`src/logic/hef_event_frames_defs.vh`:
```
`ifndef HEF_EVENT_FRAMES_DEFS_VH
`define HEF_EVENT_FRAMES_DEFS_VH

// ==========================================================
// frame header bytes
`define HEF_FRAME_TYPE      8'h80
`define HEF_GRP_CHAN        8'h08
`define HEF_GRP_PIN         8'h09
`define HEF_GRP_PROF        8'h0A
`define HEF_ID_DATA         8'h03
`define HEF_ID_CLOSED       8'h04
`define HEF_ID_CRLOW        8'h05
`define HEF_ID_CRGRANT      8'h06
`define HEF_ID_REJECT       8'h07
`define HEF_ID_PIN          8'h01
`define HEF_ID_PROF         8'h01
`define HEF_LEN_DATA        8'h04
`define HEF_LEN_CHAN        8'h05
`define HEF_LEN_PIN         8'h09
`define HEF_LEN_PROF        8'h01

// ==========================================================
// frame header sizes in bytes
`define HEF_HDR_DATA        4'd8
`define HEF_HDR_CHAN        4'd9
`define HEF_HDR_PIN         4'd13
`define HEF_HDR_PROF        4'd5

// ==========================================================
// profile status bits
`define HEF_ST_UNACK        0
`define HEF_ST_ACK          1
`define HEF_ST_DATA_MODE    5

// ==========================================================
// register byte offsets
`define HEF_OFS_PIN_IRQ_EN  8'h00
`define HEF_OFS_PIN_FUNC    8'h04
`define HEF_OFS_IRQ_STATUS  8'h08
`define HEF_OFS_IRQ_MASK    8'h0C
`define HEF_OFS_STATE       8'h10

// ==========================================================
// interrupt status bits
`define HEF_IRQ_SENT        0
`define HEF_IRQ_DROP        1
`define HEF_IRQ_MODE        2

// ==========================================================
// reset values
`define HEF_RST_PIN_IRQ_EN  8'h00
`define HEF_RST_PIN_FUNC    8'h00
`define HEF_RST_IRQ_MASK    3'h0

// ==========================================================
// timing
`define HEF_CLK_HZ          20000000
`define HEF_SUBSEC_HZ       32768
`define HEF_SUBSEC_CYC      16'h0262

`endif

```
`src/logic/hef_event_frames.v`:
```
`include "hef_event_frames_defs.vh"

module hef_event_frames #(
    parameter [7:0]  PORT_NUM   = 8'h00,
    parameter [15:0] SUBSEC_CYC = `HEF_SUBSEC_CYC
) (
    // clock and reset
    input  wire        aclk,
    input  wire        aresetn,
    // axi4-lite slave
    input  wire [7:0]  s_axi_awaddr,
    input  wire        s_axi_awvalid,
    output wire        s_axi_awready,
    input  wire [31:0] s_axi_wdata,
    input  wire [3:0]  s_axi_wstrb,
    input  wire        s_axi_wvalid,
    output wire        s_axi_wready,
    output wire [1:0]  s_axi_bresp,
    output wire        s_axi_bvalid,
    input  wire        s_axi_bready,
    input  wire [7:0]  s_axi_araddr,
    input  wire        s_axi_arvalid,
    output wire        s_axi_arready,
    output wire [31:0] s_axi_rdata,
    output wire [1:0]  s_axi_rresp,
    output wire        s_axi_rvalid,
    input  wire        s_axi_rready,
    output wire        irq,
    // channel events from the stack
    input  wire        ch_evt_valid,
    output wire        ch_evt_ready,
    input  wire [7:0]  ch_evt_id,
    input  wire [7:0]  ch_handle,
    input  wire [15:0] ch_id,
    input  wire [15:0] ch_word,
    input  wire [15:0] ch_data_len,
    input  wire        pay_valid,
    output wire        pay_ready,
    input  wire [7:0]  pay_data,
    // pins and straps
    input  wire [7:0]  pin_in,
    input  wire        flash_256k,
    input  wire        prof_ctrl_pin,
    input  wire [4:0]  prof_status,
    // serial side
    output wire        tx_valid,
    input  wire        tx_ready,
    output wire [7:0]  tx_data,
    input  wire        host_rx_valid,
    input  wire [7:0]  host_rx_data,
    output wire        parser_valid,
    output wire [7:0]  parser_data,
    output wire        pipe_valid,
    output wire [7:0]  pipe_data
);

    localparam [1:0] ST_IDLE = 2'd0;
    localparam [1:0] ST_HDR  = 2'd1;
    localparam [1:0] ST_PAY  = 2'd2;

    // ==========================================================
    // decode helpers
    function [2:0] reg_sel;
        input [7:0] addr;
        begin
            case (addr)
                `HEF_OFS_PIN_IRQ_EN: reg_sel = 3'd0;
                `HEF_OFS_PIN_FUNC:   reg_sel = 3'd1;
                `HEF_OFS_IRQ_STATUS: reg_sel = 3'd2;
                `HEF_OFS_IRQ_MASK:   reg_sel = 3'd3;
                `HEF_OFS_STATE:      reg_sel = 3'd4;
                default:             reg_sel = 3'd7;
            endcase
        end
    endfunction

    function is_ch_kind;
        input [7:0] id;
        begin
            is_ch_kind = (id >= `HEF_ID_DATA) && (id <= `HEF_ID_REJECT);
        end
    endfunction

    // ==========================================================
    // synchronisers and strap
    reg  [7:0]  pin_meta_reg, pin_sync_reg, pin_prev_reg;
    reg  [1:0]  ctrl_sync_reg;
    reg  [1:0]  flash_sync_reg;
    reg  [1:0]  strap_cnt_reg;
    reg         flash_ok_reg;

    always @(posedge aclk) begin
        if (!aresetn) begin
            pin_meta_reg   <= 8'h00;
            pin_sync_reg   <= 8'h00;
            pin_prev_reg   <= 8'h00;
            ctrl_sync_reg  <= 2'b00;
            flash_sync_reg <= 2'b00;
            strap_cnt_reg  <= 2'h0;
            flash_ok_reg   <= 1'b0;
        end else begin
            pin_meta_reg   <= pin_in;
            pin_sync_reg   <= pin_meta_reg;
            pin_prev_reg   <= pin_sync_reg;
            ctrl_sync_reg  <= {ctrl_sync_reg[0], prof_ctrl_pin};
            flash_sync_reg <= {flash_sync_reg[0], flash_256k};
            if (strap_cnt_reg != 2'h3)
                strap_cnt_reg <= strap_cnt_reg + 2'h1;
            if (strap_cnt_reg == 2'h2)
                flash_ok_reg <= flash_sync_reg[1];
        end
    end

    // ==========================================================
    // timestamp
    reg  [15:0] div_reg;
    reg  [14:0] frac_reg;
    reg  [31:0] sec_reg;

    always @(posedge aclk) begin
        if (!aresetn) begin
            div_reg  <= 16'h0000;
            frac_reg <= 15'h0000;
            sec_reg  <= 32'h0000_0000;
        end else if (div_reg == SUBSEC_CYC - 16'h0001) begin
            div_reg  <= 16'h0000;
            frac_reg <= frac_reg + 15'h0001;
            if (frac_reg == 15'h7FFF)
                sec_reg <= sec_reg + 32'h0000_0001;
        end else begin
            div_reg <= div_reg + 16'h0001;
        end
    end

    // ==========================================================
    // profile status and data mode
    wire [5:0]  cur_status;
    wire        data_mode;
    reg  [5:0]  last_status_reg;
    reg         stat_pend_reg;

    assign data_mode = (prof_status[`HEF_ST_UNACK] | prof_status[`HEF_ST_ACK])
                       & ctrl_sync_reg[1];
    assign cur_status = {data_mode, prof_status};

    // ==========================================================
    // register file and bus slave
    reg  [7:0]  pin_irq_en_reg, pin_func_reg;
    reg  [2:0]  irq_status_reg, irq_mask_reg, irq_set;
    reg         irq_reg;
    reg         awready_reg, wready_reg, bvalid_reg, arready_reg, rvalid_reg;
    reg         aw_full_reg, w_full_reg;
    reg  [7:0]  awaddr_reg;
    reg  [7:0]  wbyte_reg;
    reg         wlane_reg;
    reg  [1:0]  bresp_reg, rresp_reg;
    reg  [31:0] rdata_reg;
    wire        wr_fire;
    wire [2:0]  wsel, rsel;
    wire [2:0]  irq_status_next;

    assign wr_fire = aw_full_reg & w_full_reg & ~bvalid_reg;
    assign wsel    = reg_sel(awaddr_reg);
    assign rsel    = reg_sel(s_axi_araddr);
    assign irq_status_next = (irq_status_reg
        & ~((wr_fire && wsel == 3'd2 && wlane_reg) ? wbyte_reg[2:0] : 3'h0))
        | irq_set;

    always @(posedge aclk) begin
        if (!aresetn) begin
            awready_reg    <= 1'b0;
            wready_reg     <= 1'b0;
            bvalid_reg     <= 1'b0;
            arready_reg    <= 1'b0;
            rvalid_reg     <= 1'b0;
            aw_full_reg    <= 1'b0;
            w_full_reg     <= 1'b0;
            awaddr_reg     <= 8'h00;
            wbyte_reg      <= 8'h00;
            wlane_reg      <= 1'b0;
            bresp_reg      <= 2'b00;
            rresp_reg      <= 2'b00;
            rdata_reg      <= 32'h0000_0000;
            pin_irq_en_reg <= `HEF_RST_PIN_IRQ_EN;
            pin_func_reg   <= `HEF_RST_PIN_FUNC;
            irq_mask_reg   <= `HEF_RST_IRQ_MASK;
            irq_status_reg <= 3'h0;
            irq_reg        <= 1'b0;
        end else begin
            awready_reg <= s_axi_awvalid & ~aw_full_reg & ~awready_reg & ~bvalid_reg;
            wready_reg  <= s_axi_wvalid & ~w_full_reg & ~wready_reg & ~bvalid_reg;
            if (s_axi_awvalid && awready_reg) begin
                aw_full_reg <= 1'b1;
                awaddr_reg  <= s_axi_awaddr;
            end
            if (s_axi_wvalid && wready_reg) begin
                w_full_reg <= 1'b1;
                wbyte_reg  <= s_axi_wdata[7:0];
                wlane_reg  <= s_axi_wstrb[0];
            end
            if (wr_fire) begin
                aw_full_reg <= 1'b0;
                w_full_reg  <= 1'b0;
                bvalid_reg  <= 1'b1;
                bresp_reg   <= (wsel == 3'd7) ? 2'b10 : 2'b00;
                if (wlane_reg) begin
                    if (wsel == 3'd0)
                        pin_irq_en_reg <= wbyte_reg;
                    if (wsel == 3'd1)
                        pin_func_reg <= wbyte_reg;
                    if (wsel == 3'd3)
                        irq_mask_reg <= wbyte_reg[2:0];
                end
            end else if (bvalid_reg && s_axi_bready) begin
                bvalid_reg <= 1'b0;
            end
            arready_reg <= s_axi_arvalid & ~arready_reg & ~rvalid_reg;
            if (s_axi_arvalid && arready_reg) begin
                rvalid_reg <= 1'b1;
                rresp_reg  <= (rsel == 3'd7) ? 2'b10 : 2'b00;
                case (rsel)
                    3'd0:    rdata_reg <= {24'h000000, pin_irq_en_reg};
                    3'd1:    rdata_reg <= {24'h000000, pin_func_reg};
                    3'd2:    rdata_reg <= {29'h00000000, irq_status_reg};
                    3'd3:    rdata_reg <= {29'h00000000, irq_mask_reg};
                    3'd4:    rdata_reg <= {24'h000000, flash_ok_reg, 1'b0, cur_status};
                    default: rdata_reg <= 32'h0000_0000;
                endcase
            end else if (rvalid_reg && s_axi_rready) begin
                rvalid_reg <= 1'b0;
            end
            irq_status_reg <= irq_status_next;
            irq_reg        <= |(irq_status_next & irq_mask_reg);
        end
    end

    // ==========================================================
    // serial routing
    reg         parser_valid_reg, pipe_valid_reg;
    reg  [7:0]  rx_byte_reg;
    reg         mode_prev_reg;

    always @(posedge aclk) begin
        if (!aresetn) begin
            parser_valid_reg <= 1'b0;
            pipe_valid_reg   <= 1'b0;
            rx_byte_reg      <= 8'h00;
        end else begin
            parser_valid_reg <= host_rx_valid & ~data_mode;
            pipe_valid_reg   <= host_rx_valid & data_mode;
            if (host_rx_valid)
                rx_byte_reg <= host_rx_data;
        end
    end

    // ==========================================================
    // frame builder
    reg  [7:0]  fb [0:12];
    reg  [1:0]  state_reg;
    reg  [3:0]  hdr_len_reg, idx_reg;
    reg  [15:0] pay_left_reg;
    reg         drop_reg;
    reg         ch_ready_reg, pay_ready_reg;
    reg         tx_valid_reg;
    reg  [7:0]  tx_data_reg;
    reg  [7:0]  trig_acc_reg;
    wire [7:0]  trig_new;
    wire [7:0]  trig_out;
    wire        tx_free;
    wire        take_ch, take_pin, take_stat;

    assign trig_new  = (pin_sync_reg ^ pin_prev_reg) & pin_irq_en_reg
                       & ~pin_func_reg;
    assign trig_out  = trig_acc_reg & ~pin_func_reg;
    assign tx_free   = ~tx_valid_reg | tx_ready;
    assign take_ch   = (state_reg == ST_IDLE) & ch_evt_valid & ~ch_ready_reg;
    assign take_pin  = (state_reg == ST_IDLE) & ~take_ch & (|trig_out);
    assign take_stat = (state_reg == ST_IDLE) & ~take_ch & ~take_pin & stat_pend_reg;

    always @* begin
        irq_set = 3'h0;
        irq_set[`HEF_IRQ_MODE] = mode_prev_reg ^ data_mode;
        irq_set[`HEF_IRQ_DROP] = (take_ch & (~flash_ok_reg | data_mode
                                  | ~is_ch_kind(ch_evt_id)))
                                 | ((take_pin | take_stat) & data_mode);
        irq_set[`HEF_IRQ_SENT] = (state_reg == ST_HDR) & ~drop_reg & tx_free
                                 & (idx_reg == hdr_len_reg - 4'd1)
                                 & (pay_left_reg == 16'h0000);
    end

    always @(posedge aclk) begin
        if (!aresetn) begin
            state_reg       <= ST_IDLE;
            hdr_len_reg     <= 4'd0;
            idx_reg         <= 4'd0;
            pay_left_reg    <= 16'h0000;
            drop_reg        <= 1'b0;
            ch_ready_reg    <= 1'b0;
            pay_ready_reg   <= 1'b0;
            tx_valid_reg    <= 1'b0;
            tx_data_reg     <= 8'h00;
            trig_acc_reg    <= 8'h00;
            stat_pend_reg   <= 1'b0;
            last_status_reg <= 6'h00;
            mode_prev_reg   <= 1'b0;
        end else begin
            ch_ready_reg  <= take_ch;
            pay_ready_reg <= 1'b0;
            mode_prev_reg <= data_mode;
            trig_acc_reg  <= (take_pin ? 8'h00 : trig_acc_reg) | trig_new;
            if (cur_status != last_status_reg) begin
                last_status_reg <= cur_status;
                stat_pend_reg   <= 1'b1;
            end else if (take_stat) begin
                stat_pend_reg <= 1'b0;
            end
            if (tx_valid_reg && tx_ready)
                tx_valid_reg <= 1'b0;
            fb[0] <= fb[0];
            case (state_reg)
                ST_IDLE: begin
                    idx_reg <= 4'd0;
                    fb[0]   <= `HEF_FRAME_TYPE;
                    if (take_ch) begin
                        state_reg <= ST_HDR;
                        drop_reg  <= ~flash_ok_reg | data_mode
                                     | ~is_ch_kind(ch_evt_id);
                        fb[2] <= `HEF_GRP_CHAN;
                        fb[3] <= ch_evt_id;
                        if (ch_evt_id == `HEF_ID_DATA) begin
                            fb[1]        <= `HEF_LEN_DATA;
                            fb[4]        <= ch_id[7:0];
                            fb[5]        <= ch_id[15:8];
                            fb[6]        <= ch_data_len[7:0];
                            fb[7]        <= ch_data_len[15:8];
                            hdr_len_reg  <= `HEF_HDR_DATA;
                            pay_left_reg <= ch_data_len;
                        end else begin
                            fb[1]        <= `HEF_LEN_CHAN;
                            fb[4]        <= ch_handle;
                            fb[5]        <= ch_id[7:0];
                            fb[6]        <= ch_id[15:8];
                            fb[7]        <= ch_word[7:0];
                            fb[8]        <= ch_word[15:8];
                            hdr_len_reg  <= `HEF_HDR_CHAN;
                            pay_left_reg <= 16'h0000;
                        end
                    end else if (take_pin) begin
                        state_reg    <= ST_HDR;
                        drop_reg     <= data_mode;
                        fb[1]        <= `HEF_LEN_PIN;
                        fb[2]        <= `HEF_GRP_PIN;
                        fb[3]        <= `HEF_ID_PIN;
                        fb[4]        <= PORT_NUM;
                        fb[5]        <= trig_out;
                        fb[6]        <= pin_sync_reg;
                        fb[7]        <= sec_reg[7:0];
                        fb[8]        <= sec_reg[15:8];
                        fb[9]        <= sec_reg[23:16];
                        fb[10]       <= sec_reg[31:24];
                        fb[11]       <= frac_reg[7:0];
                        fb[12]       <= {1'b0, frac_reg[14:8]};
                        hdr_len_reg  <= `HEF_HDR_PIN;
                        pay_left_reg <= 16'h0000;
                    end else if (take_stat) begin
                        state_reg    <= ST_HDR;
                        drop_reg     <= data_mode;
                        fb[1]        <= `HEF_LEN_PROF;
                        fb[2]        <= `HEF_GRP_PROF;
                        fb[3]        <= `HEF_ID_PROF;
                        fb[4]        <= {2'b00, cur_status};
                        hdr_len_reg  <= `HEF_HDR_PROF;
                        pay_left_reg <= 16'h0000;
                    end
                end
                ST_HDR: begin
                    if (drop_reg) begin
                        state_reg <= (pay_left_reg != 16'h0000) ? ST_PAY : ST_IDLE;
                    end else if (tx_free) begin
                        tx_valid_reg <= 1'b1;
                        tx_data_reg  <= fb[idx_reg];
                        idx_reg      <= idx_reg + 4'd1;
                        if (idx_reg == hdr_len_reg - 4'd1)
                            state_reg <= (pay_left_reg != 16'h0000) ? ST_PAY : ST_IDLE;
                    end
                end
                ST_PAY: begin
                    if (pay_valid && !pay_ready_reg && (drop_reg || tx_free)) begin
                        pay_ready_reg <= 1'b1;
                        pay_left_reg  <= pay_left_reg - 16'h0001;
                        if (!drop_reg) begin
                            tx_valid_reg <= 1'b1;
                            tx_data_reg  <= pay_data;
                        end
                        if (pay_left_reg == 16'h0001)
                            state_reg <= ST_IDLE;
                    end
                end
                default: state_reg <= ST_IDLE;
            endcase
        end
    end

    // ==========================================================
    // outputs
    assign s_axi_awready = awready_reg;
    assign s_axi_wready  = wready_reg;
    assign s_axi_bresp   = bresp_reg;
    assign s_axi_bvalid  = bvalid_reg;
    assign s_axi_arready = arready_reg;
    assign s_axi_rdata   = rdata_reg;
    assign s_axi_rresp   = rresp_reg;
    assign s_axi_rvalid  = rvalid_reg;
    assign irq           = irq_reg;
    assign ch_evt_ready  = ch_ready_reg;
    assign pay_ready     = pay_ready_reg;
    assign tx_valid      = tx_valid_reg;
    assign tx_data       = tx_data_reg;
    assign parser_valid  = parser_valid_reg;
    assign parser_data   = rx_byte_reg;
    assign pipe_valid    = pipe_valid_reg;
    assign pipe_data     = rx_byte_reg;

endmodule // hef_event_frames

```
`config.mk`:
```
export PLATFORM = sky130hd
export DESIGN_NAME = hef_event_frames
export DESIGN_NICKNAME = d
export VERILOG_FILES = /design/src/logic/hef_event_frames.v
export VERILOG_INCLUDE_DIRS = /design/src /design/src/logic
export SDC_FILE = /design/constraint.sdc
export NUM_CORES = 1
export LEC_CHECK = 0
export ABC_AREA = 1
export ABC_CLOCK_PERIOD_IN_PS = 5140
export CAP_MARGIN = 20
export CELL_PAD_IN_SITES_DETAIL_PLACEMENT = 1
export CELL_PAD_IN_SITES_GLOBAL_PLACEMENT = 1
export CORE_UTILIZATION = 50
export DETAILED_ROUTE_END_ITERATION = 7
export DONT_BUFFER_PORTS = 1
export PLACE_DENSITY = 0.88
export SLEW_MARGIN = 5
export SYNTH_ARGS = -nofsm -noshare
export SYNTH_HDL_FRONTEND = slang
export SYNTH_SLANG_ARGS = --single-unit
```
`constraint.sdc`:
```
create_clock -name aclk -period 5.14 [get_ports aclk]
set_input_delay 0.771 -clock aclk [delete_from_list [all_inputs] [get_ports aclk]]
set_output_delay 0.771 -clock aclk [all_outputs]
set_load 0.01 [all_outputs]
```
==> run_results.csv, run 1 <==
group,metric,value,unit
synth,syn_inst,2028,
sta,max_freq,305,MHz
setup_path,cp_data_required_time,5.27,ns
clock_network,clkTransAtPathRegs,0.06,ns
sta,period_share,63.9,%
clock_network,cts_max_path_buffers,3,
worst_hold_path,holdPathEnd,"last_status_reg[0]$_SDFFE_PN0P_",
sta,tightest_slew,1.08,ns
power_and_ir_drop,p_seq_share,40.7,%
route,vias,13681,
clock_network,cts_tree,"done",
setup_path,setup.worst_path.start,"state_reg[1]$_SDFFE_PN0P_",
clock_network,htree_num_levels,2,
setup_path,startpoint_type,"flop",
cells_and_area,multi_input_area,6870,µm²
route,postRouteAntennaNets,0,
clock_network,post-cts-setup-buffers,0,
power_and_ir_drop,swShare,34.3,%
cells_and_area,final_cell_area,16100,µm²
power_and_ir_drop,powerDensity,429,nW/µm²
synth,synth_area,15000,µm²
setup_path,reg2reg_to,"fb[6][1]$_DFFE_PP_",
floorplanning,io_pins,229,
setup_path,r2r_start,"state_reg[1]$_SDFFE_PN0P_",
cells_and_area,layout_commonest_cell,"nand2_1",
sta,drv_slew,0,
outcome,status,"completed",
global_routing,top_usage_layer,"met2",
synth,synth_ff_type,"dfxtp_1",
sta,hold_slack,0.351,ns
global_routing,grt_max_degree,99,
sta,finalSetupViolCount,0,
worst_hold_path,min_path_cells,2,
clock_network,postCtsHoldBufs,0,
global_routing,grt_pass1_vias,13897,
placed_design,dpl.hpwl,34000,µm
setup_path,crit_fanout,34,
cells_and_area,area_delta_synth_final,7.35,%
cells_and_area,final-instance-count-excl-fill,2410,
route,wl,46700,µm
worst_hold_path,min_from,"prof_status[0]",
cells_and_area,nets,2164,
global_routing,globalRoute.totalOverflow,0,
global_routing,use_met1,37.9,%
synth,synth_edf_count,80,
cells_and_area,drive_above_1_share,6.99,%
cells_and_area,mostFrequentLayoutCells,"nand2_1, nor2_1, dfxtp_1",
power_and_ir_drop,leakage,6.60,nW
clock_network,cts-buffers-inserted,35,
clock_network,cts_resized,0,
synth,synth_area_per_cell,7.39,µm²
floorplanning,num_rows,63,
floorplanning,coreArea,29600,µm²
power_and_ir_drop,max-vdd-ir-drop,317,µV
synth,ys_warn_count,0,
setup_path,reg2reg_slack,1.86,ns
sta,clock-skew-final,0.0174,ns
power_and_ir_drop,netSwitchingPower,2.37,mW
placed_design,io_buffers,0,
clock_network,clk_root_buffer_cell,"clkbuf_16",
sta,hold_violations,0,
placed_design,dpl_cell_area,15000,µm²
sta,min_period,3.28,ns
floorplanning,die-area,30700,µm²
job,drv_cap,0,
cells_and_area,largest_register_ffs,84,
setup_path,critical_path_class,"reg -> reg",
placed_design,place.gp.congestion,0.908,
power_and_ir_drop,combPwrFrac,24.5,%
synth,ys_types,58,
sta,tns,0,ns
setup_path,ff2ff_path_depth,9,
global_routing,antenna_found_initial,3,
setup_path,endpoint_kind,"flop",
sta,slew_headroom,27.5,%
route,drtIter0Drc,808,
floorplanning,dieWidth,175,µm
global_routing,met2_usage,51.5,%
global_routing,grt_pass1_wl,73000,µm
global_routing,grt_usage,30.2,%
power_and_ir_drop,clockPowerShare,34.8,%
sta,rsz0062_at_grt,"no",
route,dr.pass1.iters,5,
power_and_ir_drop,total_power,6.90,mW
cells_and_area,n_fill_cell,3757,
placed_design,placed_cells,2345,
synth,ys_ff_latch,302,
route,avgViaCountPerCell,5.68,
setup_path,cp.arrival,3.41,ns
route,drc,0,
cells_and_area,regArea,6850,µm²
floorplanning,floorplan.initialDensity,50.7,%
clock_network,clk_latency,0.52,ns
synth,ys_async_sr_fraction,0,%
clock_network,clock-sinks,302,
floorplanning,chipHeight,175,µm
global_routing,grt.met3_usage,5.53,%
synth,seq_area_frac_synth,45.7,%
power_and_ir_drop,p_int,4.53,mW
worst_hold_path,hp-class,"in -> reg",
route,drt-wirelength-per-cell,19.4,µm
## power by group through the flow
stage	logic [mW]	clock network [mW]	registers, mW
6_report	1.69	2.40	2.81
5_1_grt	1.89	2.52	2.83
4_1_cts	1.68	2.43	2.80
3_5_place_dp	1.65	0	2.85
3_3_place_gp	1.57	0	2.84
2_1_floorplan	1.34	0	2.79
## how the worst max path moves through the flow
| stage | depth (start not counted) | slack (ns) | to |
|---|---|---|---|
| 6_report | 9 | 1.86 | fb[6][1]$_DFFE_PP_ |
| 5_1_grt | 9 | 1.65 | fb[5][1]$_DFFE_PP_ |
| 4_1_cts | 9 | 1.89 | fb[5][3]$_DFFE_PP_ |
| 3_5_place_dp | 5 | 1.88 | fb[5][4]$_DFFE_PP_ |
| 3_3_place_gp | 5 | 1.91 | fb[5][4]$_DFFE_PP_ |
| 2_1_floorplan | 5 | 1.93 | fb[5][0]$_DFFE_PP_ |
## synth_stat cells (14+ instances only)
cell | instances | area (µm²)
nand2_1 | 551 | 2070
nor2_1 | 265 | 995
dfxtp_1 | 222 | 4440
inv_1 | 170 | 638
nand3_1 | 133 | 666
a21oi_1 | 129 | 646
o21ai_0 | 107 | 536
edfxtp_1 | 80 | 2400
buf_4 | 40 | 300
nand4_1 | 31 | 194
nor3_1 | 31 | 155
clkbuf_1 | 28 | 105
buf_2 | 26 | 130
inv_2 | 19 | 71.3
o211ai_1 | 18 | 135
xor2_1 | 17 | 149
nand3b_1 | 16 | 120
ha_1 | 14 | 175
## through the flow
stage | utilization [%] | setup slack (ns)
after CTS | 54.4 | 1.89
final | 54.4 | 1.86
after floorplan | - | 1.93
after global routing | 54.4 | 1.65
after global placement | 50.7 | 1.91
after detailed placement | 50.7 | 1.88
## worst max-delay path, stage by stage, from the launching register on
cell     delay [ns]
dfxtp_1        0.31
inv_1          0.12
ha_1           0.27
inv_2          0.07
a21oi_2        0.25
nand2_2        0.27
nor2_2         0.14
buf_4          0.42
inv_1          0.19
nand2_1        0.83
## cell type report
class | count | share of cell area [%]
Inverter | 193 | 4.54
Timing Repair Buffer | 8 | 0.373
Sequential cell | 302 | 42.5
Tap cell | 390 | 3.03
Clock inverter | 16 | 0.770
Antenna cell | 3 | 0.0467
Multi-Input combinational cell | 1452 | 42.7
Clock buffer | 46 | 6.02
## logic make-up (layout without fill, tap and decap cells)
logic type,after synthesis,after routing,synth area share (%)
simple gates,1089,1089,31.5
flops,302,302,45.7
buf+inv,299,263,9.15
compound gates,295,295,10.9
xor+xnor,28,28,1.64
fa+ha+maj,14,14,1.17
other cells,1,29,0.0250
## layer usage
layer / part of all wire, % / up-vias
li1: - / 6464
met2: 48 / 444
met3: 6.8 / 91
met5: 0 / -
met4: 3.4 / 0
met1: 42 / 6682
Power figures use the tool's default switching activity.
==> run 2: changes to the inputs <==
- ABC_CLOCK_PERIOD_IN_PS: 5140 -> 3000
- CORE_UTILIZATION: 50 -> 42
- PLACE_DENSITY: 0.88 -> 0.79
- clock period: 5.14 -> 3 ns (I/O delays scaled with it)
==> run 2 against run 1 <==
Power increased by 73%. Highest routed layer is now met5. Count of clock-buffer cells in the layout decreased by 4. Critical endpoint is now fb[4][4]$_SDFFCE_PN0P_. Via count decreased by 1.7%. Clock power increased by 74%. Die area increased by 19%. Final cell count increased by 3.1%. Global-route usage decreased by 4.0 points. Critical path depth decreased by 1. Clock skew increased by 0.0037 ns. Sequential power increased by 70%. Maximum frequency increased by 27%. Largest cell class unchanged. Setup slack got worse by 1.4 ns.
==> run_results.csv, run 2 (same netlist as run 1, synthesis figures left out) <==
group,metric,value,unit
floorplanning,io_pins,229,
cells_and_area,area_delta_synth_final,8.57,%
worst_hold_path,min_from,"prof_status[3]",
clock_network,cts_resized,0,
setup_path,reg2reg_to,"fb[4][4]$_SDFFCE_PN0P_",
sta,rsz0062_at_grt,"no",
power_and_ir_drop,p_int,7.82,mW
sta,slew_headroom,36.2,%
job,drv_cap,0,
global_routing,grt_pass1_wl,75200,µm
clock_network,cts-buffers-inserted,35,
setup_path,cp.arrival,2.73,ns
outcome,status,"completed",
cells_and_area,final_core_util,46.8,%
route,postRouteAntennaNets,0,
setup_path,critPathTopFamily,"simple AND/OR/NAND/NOR gates",
floorplanning,floorplan.initialDensity,43.1,%
cells_and_area,nets,2176,
global_routing,grt_max_degree,99,
route,dr.pass1.iters,5,
setup_path,cp.depth,8,
cells_and_area,drive_above_1_share,7.59,%
clock_network,cts_max_path_buffers,3,
setup_path,startpoint_type,"flop",
clock_network,clock-sinks,302,
setup_path,crit_path_cell_trace,"inv_1 -> ha_1 -> inv_2 -> a21oi_2 -> nand3_2 -> nor2_2 -> nor2_2 -> nor2_1",
setup_path,cp_data_required_time,3.15,ns
setup_path,crit_fanout,8,
placed_design,place.gp.congestion,0.885,
global_routing,antenna_found_initial,3,
clock_network,clk_latency,0.52,ns
floorplanning,num_rows,68,
route,vias,13451,
sta,tns,0,ns
sta,finalSetupViolCount,0,
route,drc,0,
global_routing,globalRoute.totalOverflow,0,
power_and_ir_drop,combPwrFrac,24.8,%
power_and_ir_drop,p_seq_share,40.1,%
sta,hold_violations,0,
global_routing,met2_usage,43.1,%
floorplanning,die-area,36500,µm²
clock_network,postCtsHoldBufs,0,
setup_path,cpMaxStageDelayCell,"nor2_1",
global_routing,grt_usage,26.2,%
worst_hold_path,hp-class,"in -> reg",
sta,min_period,2.59,ns
cells_and_area,layout_commonest_cell,"nand2_1",
setup_path,reg2reg_slack,0.41,ns
clock_network,clk_root_buffer_cell,"clkbuf_16",
power_and_ir_drop,clockPowerShare,35.1,%
power_and_ir_drop,powerDensity,732,nW/µm²
clock_network,post-cts-setup-buffers,0,
floorplanning,chipHeight,191,µm
setup_path,worst_path_largest_cell_delay,0.73,ns
global_routing,top_usage_layer,"met2",
setup_path,endpoint_kind,"flop",
setup_path,crit_buf_inv,2,
power_and_ir_drop,leakage,6.64,nW
worst_hold_path,holdPathEnd,"last_status_reg[3]$_SDFFE_PN0P_",
clock_network,cts_tree,"done",
floorplanning,coreArea,34800,µm²
route,drtIter0Drc,818,
sta,clock-skew-final,0.0212,ns
route,wl,47400,µm
placed_design,io_buffers,0,
cells_and_area,largest_register_ffs,84,
sta,period_share,86.2,%
clock_network,htree_num_levels,2,
setup_path,r2r_start,"state_reg[0]$_SDFFE_PN0P_",
setup_path,critPathMostFrequentCell,"nor2_2",
global_routing,use_met1,34.6,%
route,drt-wirelength-per-cell,19.1,µm
power_and_ir_drop,max-vdd-ir-drop,419,µV
route,avgViaCountPerCell,5.42,
setup_path,critical_path_class,"reg -> reg",
cells_and_area,mostFrequentLayoutCells,"nand2_1, nor2_1, dfxtp_1",
global_routing,grt_pass1_vias,13817,
sta,drv_slew,0,
floorplanning,dieWidth,191,µm
setup_path,ff2ff_path_depth,8,
worst_hold_path,min_path_cells,2,
clock_network,clkTransAtPathRegs,0.06,ns
power_and_ir_drop,netSwitchingPower,4.09,mW
sta,max_freq,387,MHz
power_and_ir_drop,swShare,34.3,%
sta,tightest_slew,0.954,ns
global_routing,grt.met3_usage,4.55,%
placed_design,dpl.hpwl,34800,µm
## run 2: cell count changes in the layout (fill, tap and decap cells not counted), moves of 2 or more
cell and delta:
buf_4 +12, clkbuf_1 -3, clkinv_2 -5, clkinvlp_4 +4
diode_2 -2, inv_6 +2
## run 2: per-stage QoR
step                      std cells  hold WS, ns  worst slack (ns)  instance area, µm²  total power, mW
after floorplan                2053        0.390             0.287               15100             7.08
after global placement         2422        0.403             0.594               15200             7.65
after detailed placement       2422        0.404             0.446               15200             7.78
after CTS                      2483      0.00449             0.433               16300             12.0
after global routing           2484       0.0250             0.308               16300             12.6
final                          2484       0.0229             0.414               16300             11.9
## run 2: area by class of cell
| class | instances | area (µm²) |
|---|---|---|
| antenna | 1 | 2.50 |
| clock buffer | 42 | 932 |
| clock inverter | 19 | 173 |
| fill | 4345 | 18500 |
| inverter | 193 | 731 |
| multi-input combinational | 1452 | 6870 |
| sequential | 302 | 6850 |
| tap | 455 | 569 |
| timing repair buffer | 20 | 150 |
## run 2: worst max-delay path by stage
stage / start / endpoint / slack [ns]
4_1_cts: state_reg[0]$_SDFFE_PN0P_ / fb[4][7]$_SDFFCE_PN0P_ / 0.43
3_5_place_dp: state_reg[0]$_SDFFE_PN0P_ / fb[4][6]$_SDFFCE_PN0P_ / 0.45
6_report: state_reg[0]$_SDFFE_PN0P_ / fb[4][4]$_SDFFCE_PN0P_ / 0.41
2_1_floorplan: state_reg[0]$_SDFFE_PN0P_ / fb[5][0]$_DFFE_PP_ / 0.29
5_1_grt: state_reg[0]$_SDFFE_PN0P_ / fb[4][7]$_SDFFCE_PN0P_ / 0.31
3_3_place_gp: state_reg[0]$_SDFFE_PN0P_ / fb[4][6]$_SDFFCE_PN0P_ / 0.59
## run 2: layer usage
| metal | vias up | share of wire [%] |
|---|---|---|
| li1 | 6487 | - |
| met1 | 6515 | 44 |
| met2 | 359 | 46 |
| met3 | 86 | 5.9 |
| met4 | 4 | 3.1 |
| met5 | - | 0.051 |
## run 2: power by group through the flow
stage          sequential, mW  combinational [mW]  clock [mW]
6_report                 4.77                2.96        4.18
5_1_grt                  4.80                3.35        4.41
4_1_cts                  4.77                2.95        4.24
3_5_place_dp             4.86                2.93           0
3_3_place_gp             4.84                2.81           0
2_1_floorplan            4.78                2.30           0
